$ cat config.mk
export PLATFORM = sky130hd
export DESIGN_NAME = iprc_top
export DESIGN_NICKNAME = d
export VERILOG_FILES = /design/src/iprc_pkg.sv /design/src/iprc_field_dec.sv /design/src/iprc_top.sv
export VERILOG_INCLUDE_DIRS = /design/src
export SDC_FILE = /design/constraint.sdc
export NUM_CORES = 1
export LEC_CHECK = 0
export ABC_CLOCK_PERIOD_IN_PS = 10620
export BUFFER_PORTS_ARGS = -buffer_cell sky130_fd_sc_hd__buf_2
export CAP_MARGIN = 10
export CORE_ASPECT_RATIO = 2
export CORE_MARGIN = 1.5
export CORE_UTILIZATION = 58
export DETAILED_ROUTE_END_ITERATION = 6
export HOLD_SLACK_MARGIN = 0.08
export MAX_ROUTING_LAYER = met4
export PLACE_DENSITY = 0.86
export REMOVE_ABC_BUFFERS = 1
export SKIP_LAST_GASP = 1
export SLEW_MARGIN = 10
export SYNTH_ARGS = -nofsm -noshare
export SYNTH_HDL_FRONTEND = slang
export SYNTH_SLANG_ARGS = --single-unit
$ cat constraint.sdc
create_clock -name i_clk -period 10.62 [get_ports i_clk]
set_input_delay 0.531 -clock i_clk [delete_from_list [all_inputs] [get_ports i_clk]]
set_output_delay 0.531 -clock i_clk [all_outputs]
set_load 0.02 [all_outputs]
$ cat src/iprc_defs.svh
// Offsets, field positions, reset values and masks for the priority register bank
// Functional notes
// - Values decode linearly; 001 is priority one.
// - Field value 000 disables that source entirely.
// - Unimplemented bits read zero, ignore writes.
// - Reg0: timer a, compare a, capture a, ext a.
// - Reg1: timer b, compare b, capture b.
// - Reg2: serial rx, sync event, sync error, timer c.
// - Reg4: pin change, two-wire master, slave.
// - Reset loads every implemented field with 100.
`ifndef IPRC_DEFS_SVH
`define IPRC_DEFS_SVH

// ---------------------------------------------------------------
// Register byte offsets
// ---------------------------------------------------------------
`define IPRC_OFS_CTRL_0     12'h000
`define IPRC_OFS_CTRL_1     12'h004
`define IPRC_OFS_CTRL_2     12'h008
`define IPRC_OFS_CTRL_3     12'h00C
`define IPRC_OFS_CTRL_4     12'h010
`define IPRC_OFS_CTRL_5     12'h014
`define IPRC_OFS_CTRL_7     12'h01C

// ---------------------------------------------------------------
// Field low bit positions
// ---------------------------------------------------------------
`define IPRC_POS_HI         12
`define IPRC_POS_MH         8
`define IPRC_POS_ML         4
`define IPRC_POS_LO         0

// ---------------------------------------------------------------
// Implemented bit masks and reset values
// ---------------------------------------------------------------
`define IPRC_MASK_0         16'h7777
`define IPRC_MASK_1         16'h7770
`define IPRC_MASK_2         16'h7777
`define IPRC_MASK_3         16'h0077
`define IPRC_MASK_4         16'h7077
`define IPRC_MASK_5         16'h7707
`define IPRC_MASK_7         16'h0070
`define IPRC_FIELD_RESET    3'h4
`define IPRC_RESET_ALL      16'h4444

`endif

$ cat src/iprc_pkg.sv
// Types shared by the priority register bank
package iprc_pkg;
    typedef logic [2:0]  iprc_prio_t;
    typedef logic [15:0] iprc_reg_t;
    typedef enum logic [1:0] {
        IPRC_IDLE   = 2'h0,
        IPRC_ACCESS = 2'h1
    } iprc_state_t;
endpackage : iprc_pkg

$ cat src/iprc_field_dec.sv
// Decoder from one stored priority field to enable and level
`timescale 1ns/10ps
`default_nettype none
module iprc_field_dec (
    input  wire logic [2:0] i_field,
    output logic            o_enabled,
    output logic [2:0]      o_level
);
    // 000 disables, 001..111 map straight to levels 1..7
    always_comb begin
        o_enabled = (i_field != 3'h0);
        o_level   = i_field;
    end
endmodule : iprc_field_dec
`default_nettype wire

$ cat src/iprc_top.sv
// APB slave holding the interrupt priority control registers
`timescale 1ns/10ps
`default_nettype none
`include "iprc_defs.svh"
module iprc_top (
    input  wire logic               i_clk,
    input  wire logic               i_sys_rst,
    input  wire logic               i_psel,
    input  wire logic               i_penable,
    input  wire logic               i_pwrite,
    input  wire logic [11:0]        i_paddr,
    input  wire logic [31:0]        i_pwdata,
    input  wire logic [3:0]         i_pstrb,
    output logic                    o_pready,
    output logic [31:0]             o_prdata,
    output logic                    o_pslverr,
    output iprc_pkg::iprc_prio_t    o_timer_a_prio,
    output iprc_pkg::iprc_prio_t    o_compare_a_prio,
    output iprc_pkg::iprc_prio_t    o_capture_a_prio,
    output iprc_pkg::iprc_prio_t    o_ext_irq_a_prio,
    output iprc_pkg::iprc_prio_t    o_timer_b_prio,
    output iprc_pkg::iprc_prio_t    o_compare_b_prio,
    output iprc_pkg::iprc_prio_t    o_capture_b_prio,
    output iprc_pkg::iprc_prio_t    o_serial_rx_prio,
    output iprc_pkg::iprc_prio_t    o_sync_serial_event_prio,
    output iprc_pkg::iprc_prio_t    o_sync_serial_error_prio,
    output iprc_pkg::iprc_prio_t    o_timer_c_prio,
    output iprc_pkg::iprc_prio_t    o_converter_done_prio,
    output iprc_pkg::iprc_prio_t    o_serial_tx_prio,
    output iprc_pkg::iprc_prio_t    o_pin_change_prio,
    output iprc_pkg::iprc_prio_t    o_two_wire_master_prio,
    output iprc_pkg::iprc_prio_t    o_two_wire_slave_prio,
    output iprc_pkg::iprc_prio_t    o_capture_h_prio,
    output iprc_pkg::iprc_prio_t    o_capture_g_prio,
    output iprc_pkg::iprc_prio_t    o_ext_irq_b_prio,
    output iprc_pkg::iprc_prio_t    o_ext_irq_c_prio,
    output logic [19:0]             o_src_enabled
);
    import iprc_pkg::*;

    // ---------------------------------------------------------------
    // Helper functions
    // ---------------------------------------------------------------

    // Mask of implemented bits per register index
    function automatic iprc_reg_t reg_mask(input logic [2:0] idx);
        case (idx)
            3'h0:    reg_mask = `IPRC_MASK_0;
            3'h1:    reg_mask = `IPRC_MASK_1;
            3'h2:    reg_mask = `IPRC_MASK_2;
            3'h3:    reg_mask = `IPRC_MASK_3;
            3'h4:    reg_mask = `IPRC_MASK_4;
            3'h5:    reg_mask = `IPRC_MASK_5;
            3'h7:    reg_mask = `IPRC_MASK_7;
            default: reg_mask = 16'h0000;
        endcase
    endfunction : reg_mask

    // True when the byte address hits a mapped register
    function automatic logic addr_hit(input logic [11:0] addr);
        case (addr)
            `IPRC_OFS_CTRL_0, `IPRC_OFS_CTRL_1, `IPRC_OFS_CTRL_2,
            `IPRC_OFS_CTRL_3, `IPRC_OFS_CTRL_4, `IPRC_OFS_CTRL_5,
            `IPRC_OFS_CTRL_7: addr_hit = 1'b1;
            default:          addr_hit = 1'b0;
        endcase
    endfunction : addr_hit

    // Byte-lane write merge limited to implemented bits
    function automatic iprc_reg_t merge(input iprc_reg_t old_v, input logic [31:0] wd,
                                        input logic [3:0] strb, input iprc_reg_t mask);
        iprc_reg_t lane;
        lane = {{8{strb[1]}}, {8{strb[0]}}} & mask;
        merge = (old_v & ~lane) | (wd[15:0] & lane);
    endfunction : merge

    // ---------------------------------------------------------------
    // Storage and bus state
    // ---------------------------------------------------------------
    iprc_reg_t      regs_ff [8];
    iprc_reg_t      nxt_regs [8];
    iprc_state_t    state_ff;
    iprc_state_t    nxt_state;
    logic           pready_ff;
    logic           nxt_pready;
    logic [31:0]    prdata_ff;
    logic [31:0]    nxt_prdata;
    logic           pslverr_ff;
    logic           nxt_pslverr;
    logic [2:0]     idx;
    logic           hit;

    assign idx = i_paddr[4:2];
    assign hit = addr_hit(i_paddr);

    // Bus handshake: one wait state, answer on second access cycle
    always_comb begin
        nxt_state   = state_ff;
        nxt_pready  = 1'b0;
        nxt_prdata  = prdata_ff;
        nxt_pslverr = 1'b0;
        for (int k = 0; k < 8; k++) begin
            nxt_regs[k] = regs_ff[k];
        end
        case (state_ff)
            IPRC_IDLE: begin
                if (i_psel && i_penable && !pready_ff) begin
                    nxt_state   = IPRC_ACCESS;
                    nxt_pready  = 1'b1;
                    nxt_pslverr = !hit;
                    if (!i_pwrite) begin
                        nxt_prdata = hit ? {16'h0000, regs_ff[idx] & reg_mask(idx)}
                                         : 32'h0000_0000;
                    end
                end
            end
            // Write lands on the edge where the master sees pready high
            IPRC_ACCESS: begin
                nxt_state = IPRC_IDLE;
                if (i_psel && i_penable && i_pwrite && hit) begin
                    nxt_regs[idx] = merge(regs_ff[idx], i_pwdata, i_pstrb,
                                          reg_mask(idx));
                end
            end
            default: begin
                nxt_state = IPRC_IDLE;
            end
        endcase
    end

    // Register update; reset puts every field at level four
    always_ff @(posedge i_clk or posedge i_sys_rst) begin
        if (i_sys_rst) begin
            for (int k = 0; k < 8; k++) begin
                regs_ff[k] <= `IPRC_RESET_ALL;
            end
            state_ff   <= IPRC_IDLE;
            pready_ff  <= 1'b0;
            prdata_ff  <= 32'h0000_0000;
            pslverr_ff <= 1'b0;
        end else begin
            for (int k = 0; k < 8; k++) begin
                regs_ff[k] <= nxt_regs[k];
            end
            state_ff   <= nxt_state;
            pready_ff  <= nxt_pready;
            prdata_ff  <= nxt_prdata;
            pslverr_ff <= nxt_pslverr;
        end
    end

    assign o_pready  = pready_ff;
    assign o_prdata  = prdata_ff;
    assign o_pslverr = pslverr_ff;

    // ---------------------------------------------------------------
    // Priority outputs straight from the stored fields
    // ---------------------------------------------------------------
    assign o_timer_a_prio           = regs_ff[0][`IPRC_POS_HI +: 3];
    assign o_compare_a_prio         = regs_ff[0][`IPRC_POS_MH +: 3];
    assign o_capture_a_prio         = regs_ff[0][`IPRC_POS_ML +: 3];
    assign o_ext_irq_a_prio         = regs_ff[0][`IPRC_POS_LO +: 3];
    assign o_timer_b_prio           = regs_ff[1][`IPRC_POS_HI +: 3];
    assign o_compare_b_prio         = regs_ff[1][`IPRC_POS_MH +: 3];
    assign o_capture_b_prio         = regs_ff[1][`IPRC_POS_ML +: 3];
    assign o_serial_rx_prio         = regs_ff[2][`IPRC_POS_HI +: 3];
    assign o_sync_serial_event_prio = regs_ff[2][`IPRC_POS_MH +: 3];
    assign o_sync_serial_error_prio = regs_ff[2][`IPRC_POS_ML +: 3];
    assign o_timer_c_prio           = regs_ff[2][`IPRC_POS_LO +: 3];
    assign o_converter_done_prio    = regs_ff[3][`IPRC_POS_ML +: 3];
    assign o_serial_tx_prio         = regs_ff[3][`IPRC_POS_LO +: 3];
    assign o_pin_change_prio        = regs_ff[4][`IPRC_POS_HI +: 3];
    assign o_two_wire_master_prio   = regs_ff[4][`IPRC_POS_ML +: 3];
    assign o_two_wire_slave_prio    = regs_ff[4][`IPRC_POS_LO +: 3];
    assign o_capture_h_prio         = regs_ff[5][`IPRC_POS_HI +: 3];
    assign o_capture_g_prio         = regs_ff[5][`IPRC_POS_MH +: 3];
    assign o_ext_irq_b_prio         = regs_ff[5][`IPRC_POS_LO +: 3];
    assign o_ext_irq_c_prio         = regs_ff[7][`IPRC_POS_ML +: 3];

    // ---------------------------------------------------------------
    // Per-source enable: nonzero field lets the source request
    // ---------------------------------------------------------------
    // Decoded from next field values so the flop tracks the fields
    iprc_prio_t all_prio [20];
    logic [19:0] nxt_src_en;
    logic [19:0] src_en_ff;
    assign all_prio = '{nxt_regs[0][`IPRC_POS_HI +: 3], nxt_regs[0][`IPRC_POS_MH +: 3],
                        nxt_regs[0][`IPRC_POS_ML +: 3], nxt_regs[0][`IPRC_POS_LO +: 3],
                        nxt_regs[1][`IPRC_POS_HI +: 3], nxt_regs[1][`IPRC_POS_MH +: 3],
                        nxt_regs[1][`IPRC_POS_ML +: 3], nxt_regs[2][`IPRC_POS_HI +: 3],
                        nxt_regs[2][`IPRC_POS_MH +: 3], nxt_regs[2][`IPRC_POS_ML +: 3],
                        nxt_regs[2][`IPRC_POS_LO +: 3], nxt_regs[3][`IPRC_POS_ML +: 3],
                        nxt_regs[3][`IPRC_POS_LO +: 3], nxt_regs[4][`IPRC_POS_HI +: 3],
                        nxt_regs[4][`IPRC_POS_ML +: 3], nxt_regs[4][`IPRC_POS_LO +: 3],
                        nxt_regs[5][`IPRC_POS_HI +: 3], nxt_regs[5][`IPRC_POS_MH +: 3],
                        nxt_regs[5][`IPRC_POS_LO +: 3], nxt_regs[7][`IPRC_POS_ML +: 3]};

    genvar g;
    generate
        for (g = 0; g < 20; g++) begin : g_dec
            iprc_field_dec u_dec (
                .i_field   (all_prio[g]),
                .o_enabled (nxt_src_en[g]),
                .o_level   ()
            );
        end
    endgenerate

    // Enable flags registered; reset fields are nonzero so all start on
    always_ff @(posedge i_clk or posedge i_sys_rst) begin
        if (i_sys_rst) begin
            src_en_ff <= 20'hFFFFF;
        end else begin
            src_en_ff <= nxt_src_en;
        end
    end

    assign o_src_enabled = src_en_ff;
endmodule : iprc_top
`default_nettype wire

# [After elaboration in Yosys (flattened, before gate mapping)]
# Cells that the tools add are included.
# Widths: inputs -> output; s select.
[totals] regBits=184 latch_bits=0 mem_bits_rw=0 romBits=0 input_bits=53 out_inout_bits=114 elab_cells=100 memories=0
[op_classes] add_sub_neg=0 multipliers=0 n_div=0 magnitude_cmp=2 n_eq_ne=14 shifts=0 muxes=22 bitwise_logic=8 reduce_logical=34
[op_table] operator="$mux 127" n=2
[op_table] operator="$mux 16" n=9
[op_table] operator="$bwmux 128" n=1
[op_table] operator="$pmux 15 s6" n=1
[op_table] operator="$and 16x16->16" n=4
[op_table] operator="$reduce_bool 3->1" n=20
[op_table] operator="$bmux 16 s3" n=1
[op_table] operator="$demux 16 s3" n=1
[op_table] operator="$eq 12x5->1 const B" n=3
[op_table] operator="$eq 12x4->1 const B" n=2
[op_table] operator="$not 16->16" n=1
[op_table] operator="$or 16x16->16" n=1
[op_table] operator="$eq 12x3->1 const B" n=1
[op_table] operator="$logic_not 12->1" n=1
[op_table] operator="$eq 3x3->1 const B" n=3
[op_table] operator="$reduce_or 7->1" n=1
[op_table] operator="$eq 3x2->1 const B" n=2
[op_table] operator="$logic_and 1x1->1" n=5
[op_table] operator="$mux 1" n=5
[op_table] operator="$ge 4x4->1 const B" n=1
[op_table] operator="$lt 4x1->1 const B" n=1
[op_table] operator="$mux 2" n=2
[op_table] operator="$not 3->4" n=1
[op_table] operator="$eq 3x1->1 const B" n=1
[op_table] operator="9 further kinds" n=10

# [Logic depth before layout (Yosys ltp)]
[depth] ltp_word=14 mapped_depth=8 ltp_nobuf=5

# [Hierarchy]
# From an unflattened synthesis, not the netlist that was laid out.
[hier_totals] hier_cells=674 area_unflattened_um2=6989.2
[by_module_without_submodules] module="iprc_top" instances=1 cells_per_inst=594 area_per_inst_um2=6413.7 seq_area_each_um2=3343.2
[by_module_without_submodules] module="iprc_field_dec" instances=20 cells_per_inst=4 area_per_inst_um2=28.8 seq_area_each_um2=0.0

# [Worst setup path before layout]
# No wires, ideal clock.
[synth_path] path_type="input to register" startpoint="input port i_paddr[3]" endpoint="register src_en_ff[8] (netlist: o_src_enabled[8])" setup_ns=0.092 arrival_time_ns=1.956 slack_ns=8.572 stages=7 n_path_buf=2 path_cell_list="buf_4 > nand3b_1 > nand4_4 > nor4_2 > buf_2 > mux2i_1 > o211ai_1"
[synth_via] elab_chain_len=13 word_cells_on_any_way=39 classes_between="order compare: 2; eq/ne: 12; mux: 12; bitwise: 6; reduce/logical: 7"
[synth_lines] item="start, declared" line="iprc_top.sv:11" source="input wire logic [11:0] i_paddr,"
[synth_lines] item="$eq 3x2->1 or $logic_not 3->1 (tied branches)" line="iprc_top.sv:47" source="case (idx)"
[synth_lines] item="$reduce_or 2->1 (no line)"
[synth_lines] item="$pmux 15 s6" line="iprc_top.sv:47"
[synth_lines] item="$mux 16" line="iprc_top.sv:120" source="if (i_psel && i_penable && i_pwrite && hit) begin"
[synth_lines] item="$mux 16" line="iprc_top.sv:105" source="case (state_ff)"
[synth_lines] item="$and 16x16->16" line="iprc_top.sv:73" source="lane = {{8{strb[1]}}, {8{strb[0]}}} & mask;"
[synth_lines] item="$not 16->16" line="iprc_top.sv:74" source="merge = (old_v & ~lane) | (wd[15:0] & lane);"
[synth_lines] item="$and 16x16->16" line="iprc_top.sv:74"
[synth_lines] item="$or 16x16->16" line="iprc_top.sv:74"
[synth_lines] item="$bwmux 128" line="iprc_top.sv:121" source="nxt_regs[idx] = merge(regs_ff[idx], i_pwdata, i_pstrb,"
[synth_lines] item="$mux 127 (*)" line="iprc_top.sv:120"
[synth_lines] item="$mux 127 (*)" line="iprc_top.sv:105"
[synth_lines] item="$reduce_bool 3->1 (*)" line="iprc_field_dec.sv:11" source="o_enabled = (i_field != 3'h0);"
[synth_lines] item="via g_dec[8].u_dec.o_enabled" line="iprc_field_dec.sv:6" source="output logic o_enabled,"
[synth_lines] item="end signal, assigned" line="iprc_top.sv:214" source="src_en_ff <= nxt_src_en;"
[synth_lines] item="end, declared" line="iprc_top.sv:186" source="logic [19:0] src_en_ff;"
# The timed path passes the listed nets; every way through them passes the cells marked *. The select of a mux whose other input is x is not followed.
# A chain may end at the register's enable or synchronous reset.

# [Final worst setup path]
[layout_path] startpoint="input port i_paddr[4]" endpoint="register regs_ff (netlist bit o_capture_b_prio[2])"
[layout_via] elab_chain_len=12 word_cells_on_any_way=38 classes_between="order compare: 2; eq/ne: 12; mux: 12; bitwise: 6; reduce/logical: 6"
[layout_lines] item="$eq 3x2->1 or $logic_not 3->1 (tied branches)" line="iprc_top.sv:47"
[layout_lines] item="$reduce_or 2->1 (no line)"
[layout_lines] item="$pmux 15 s6" line="iprc_top.sv:47"
[layout_lines] item="$mux 16" line="iprc_top.sv:120"
[layout_lines] item="$mux 16" line="iprc_top.sv:105"
[layout_lines] item="$and 16x16->16" line="iprc_top.sv:73"
[layout_lines] item="$not 16->16" line="iprc_top.sv:74"
[layout_lines] item="$and 16x16->16" line="iprc_top.sv:74"
[layout_lines] item="$or 16x16->16" line="iprc_top.sv:74"
[layout_lines] item="$bwmux 128" line="iprc_top.sv:121"
[layout_lines] item="$mux 127 (*)" line="iprc_top.sv:120"
[layout_lines] item="$mux 127 (*)" line="iprc_top.sv:105"
[layout_lines] item="via g_dec[6].u_dec.i_field[2]" line="iprc_field_dec.sv:5" source="input wire logic [2:0] i_field,"
[layout_lines] item="end signal, assigned by index" line="iprc_top.sv:135" source="regs_ff[k] <= `IPRC_RESET_ALL;"
[layout_lines] item="end signal, assigned by index" line="iprc_top.sv:143" source="regs_ff[k] <= nxt_regs[k];"
[layout_lines] item="end, declared" line="iprc_top.sv:80" source="iprc_reg_t regs_ff [8];"
# Marked as above.

==> impl_results.md <==
* Vias in the first global route at 5100
* Main synth FF type: dfrtp_1
* CTS Buf Count at 17
* Post-layout instance area at 0.00738 mm^2
* Most common cell after layout, fill and taps aside: buf_2
* Post-synthesis xor/xnor area fraction at less than 1%
* Crit path launch type: input pin
* Critical path arrival at 3.31 ns
* Pre-CTS WS at roughly 7.3 ns
* Initial Utilization at 59.4%
* Seq cells post-synth at 131
* Dpl cells at 794
* Hold Vio Cnt, Final at 0
* Mapped Cells at 648
* Syn Area/Cell at around 10 um^2
* Final Skew at 0.00694 ns
* Fin. max-slew vios at 0
* Status: finished, final reports clean
* # port buffers at 124
* Synth top area share at 29.3%
* Total grt overflow at 0
* Tcrit/Tclk final at 28.3%
* Antenna cells at 0
* Synth unique cells at 68
* Resized Gates After CTS at 0
* Vert. Die Dim at 155 um
* Compound-Gate Fraction of Synth Area at 14.2%
* Max FFs per register at 36
* Core footprint at 0.0114 mm^2
* DR iter-0 viols at 410
* Global Route Usage Sum at a little under a third
* Finished Core Util at 65.0%
* Antenna viol nets, final at 0
* Synth Area in Simple Gates at 13.8%
* Cell Count, Final, Fillers Out at approximately 830
* Sink Count at 131
* Post-detail-place hpwl at 12.3 mm
* Adder-Cell Fraction of Synth Area at 0%
* Commonest cells after routing, fill and taps aside: buf_2 (124), dfrtp_1 (79), nand2_1 (65)
* DR vias at 5001
* R2r startpoint: state_ff[0]
* Leading area contributor after synthesis: dfrtp_1
* Worst Setup SP: i_paddr[4]
* Largest Register: regs_ff
* Worst-Margin Slew at 1.04 ns
* Final worst slack at 7.62 ns
* Die width at 79.2 um
* Ports at between 150 and 200
* EDFF count, synth at 0
* Max cap viols at 0
* Main area contributors after synthesis: dfrtp_1 (29%), dfstp_2 (20%), buf_4 (9.6%)
* FF-to-FF End: o_src_enabled[7]
* Largest family of logic cells by synthesized area: buffers and inverters
* Clk pin slew, worst setup/hold paths at approximately 0.06 ns
* Area of placed instances at 0.00675 mm^2
* Seq/Total Area, Yosys at 49.6%
* # fillers at 854
* Peak supply drop at around 0.00013 V
* Synth async-reset ratio at 100%
* Mux contribution to synthesized area at 7.44%
* Routed WL at 17.0 mm
* CP Capture Type: flip-flop
* Residual DRC at 0
* Largest net degree at the start of global routing at 86
* Required @ worst endpoint at 10.92 ns
* Area grow syn2layout at 9.48%
* First-pass GRT wire length at between 20 and 30 mm
* Initial antenna violation count at 0
* Die area at 0.0123 mm^2
* CTS tree: built
* Wire per inst at 20.6 um
* Crit Path Max Fanout at 37
* DR vias/cell at approximately 6.1
* Peak Freq at between 0.3 and 0.4 GHz
* Setup Crit Path Kind: in2reg
* PD cells at around 160 mW/mm^2
* Clk Latency, worst-skew pair at about 0.42 ns
* Total Neg Setup Slack at 0 ns
* CTS H-tree depth at 4
* # setup viols final at 0
* FP Rows at 55
* Final Net Count at 724
* Tmin final at between 3 and 4 ns
* Reg2Reg Setup Slack at 8.33 ns
* Share of layout cells above drive strength 1 at approximately 38%
* Post-CTS Setup Repair Bufs at 0
* Routability cong. at 0.946
* Hold buffers post-CTS at 0
* Mapped Area at 0.00674 mm^2
* Root Buffer: clkbuf_16
* CTS Buffer Depth at 2
* R2R depth at 5
* Unrepaired setup endpoints after global routing: false
* Total number of yosys warnings at 0
* Pre-antenna DRT Iters at 5
* Max transition margin at 29.0%
* Leakage at 3.74 nW
* Hold WC Path Type: in2async
## worst max path at each step
stage | to | slack, ns | cells past startpoint
floorplan | o_capture_a_prio[0] | 6.68 | 1
global placement | o_capture_b_prio[2] | 7.40 | 5
detailed placement | o_capture_b_prio[2] | 7.32 | 5
CTS | o_capture_b_prio[2] | 7.72 | 5
global route | o_capture_a_prio[2] | 7.49 | 5
finish | o_capture_b_prio[2] | 7.62 | 5
## stage by stage
step | hold slack (ns) | power [mW]
6_report | 0.163 | 1.20
2_1_floorplan | 0.349 | 0.560
3_5_place_dp | 0.357 | 0.591
5_1_grt | 0.208 | 1.24
4_1_cts | 0.184 | 1.20
3_3_place_gp | 0.356 | 0.589
## per-layer routing
layer	vias up	wire length [um]	GRT usage (%)
met5	-	0	-
met4	0	973	17.6
met3	64	1180	7.21
met2	270	8990	50.0
met1	2454	5900	33.4
li1	2213	-	-
## worst max-delay path: stages
cell      delay (ns)
buf_2           0.61
clkinv_1        0.57
o311a_1         0.52
mux2i_1         0.82
o21ai_0         0.23
## Yosys cell counts (4+ instances only)
cell and number:
a31o_2 13, a22oi_1 4, nand3_1 8, nor4_2 4
buf_4 86, nor2_1 28, mux2_2 9, nor3_1 6
o21ai_1 13, and3b_1 4, and2_1 4, o32ai_1 5
buf_2 9, nor2b_1 4, o21ai_0 28, dfrtp_1 79
o211ai_1 11, inv_1 25, nand2_1 65, mux4_2 4
nor4_1 9, dfstp_2 52, clkbuf_1 45, a32o_1 5
a31oi_1 5, and3_1 9, a21oi_1 23, mux2i_1 31
## cell type report
cell class,count,area (um^2),share of cell area [%]
sequential,131,3340,45.3
multi-input combinational,367,2480,33.6
timing repair buffer,128,651,8.81
clock buffer,21,480,6.51
tap,142,178,2.41
clock inverter,11,150,2.03
inverter,26,100,1.36
## power by group
| part | switching [mW] | total, mW | internal, mW |
|---|---|---|---|
| Combinational | 0.0605 | 0.0823 | 0.0217 |
| Sequential | 0.000848 | 0.502 | 0.501 |
| Clock | 0.218 | 0.613 | 0.395 |
## cell families after synthesis
kind of cell | after synthesis
buf+inv | 169
simple gates | 166
compound gates | 136
flops | 131
mux | 44
xor+xnor | 1
other cells | 1
Note: power is estimated with default switching activity, not from simulation.
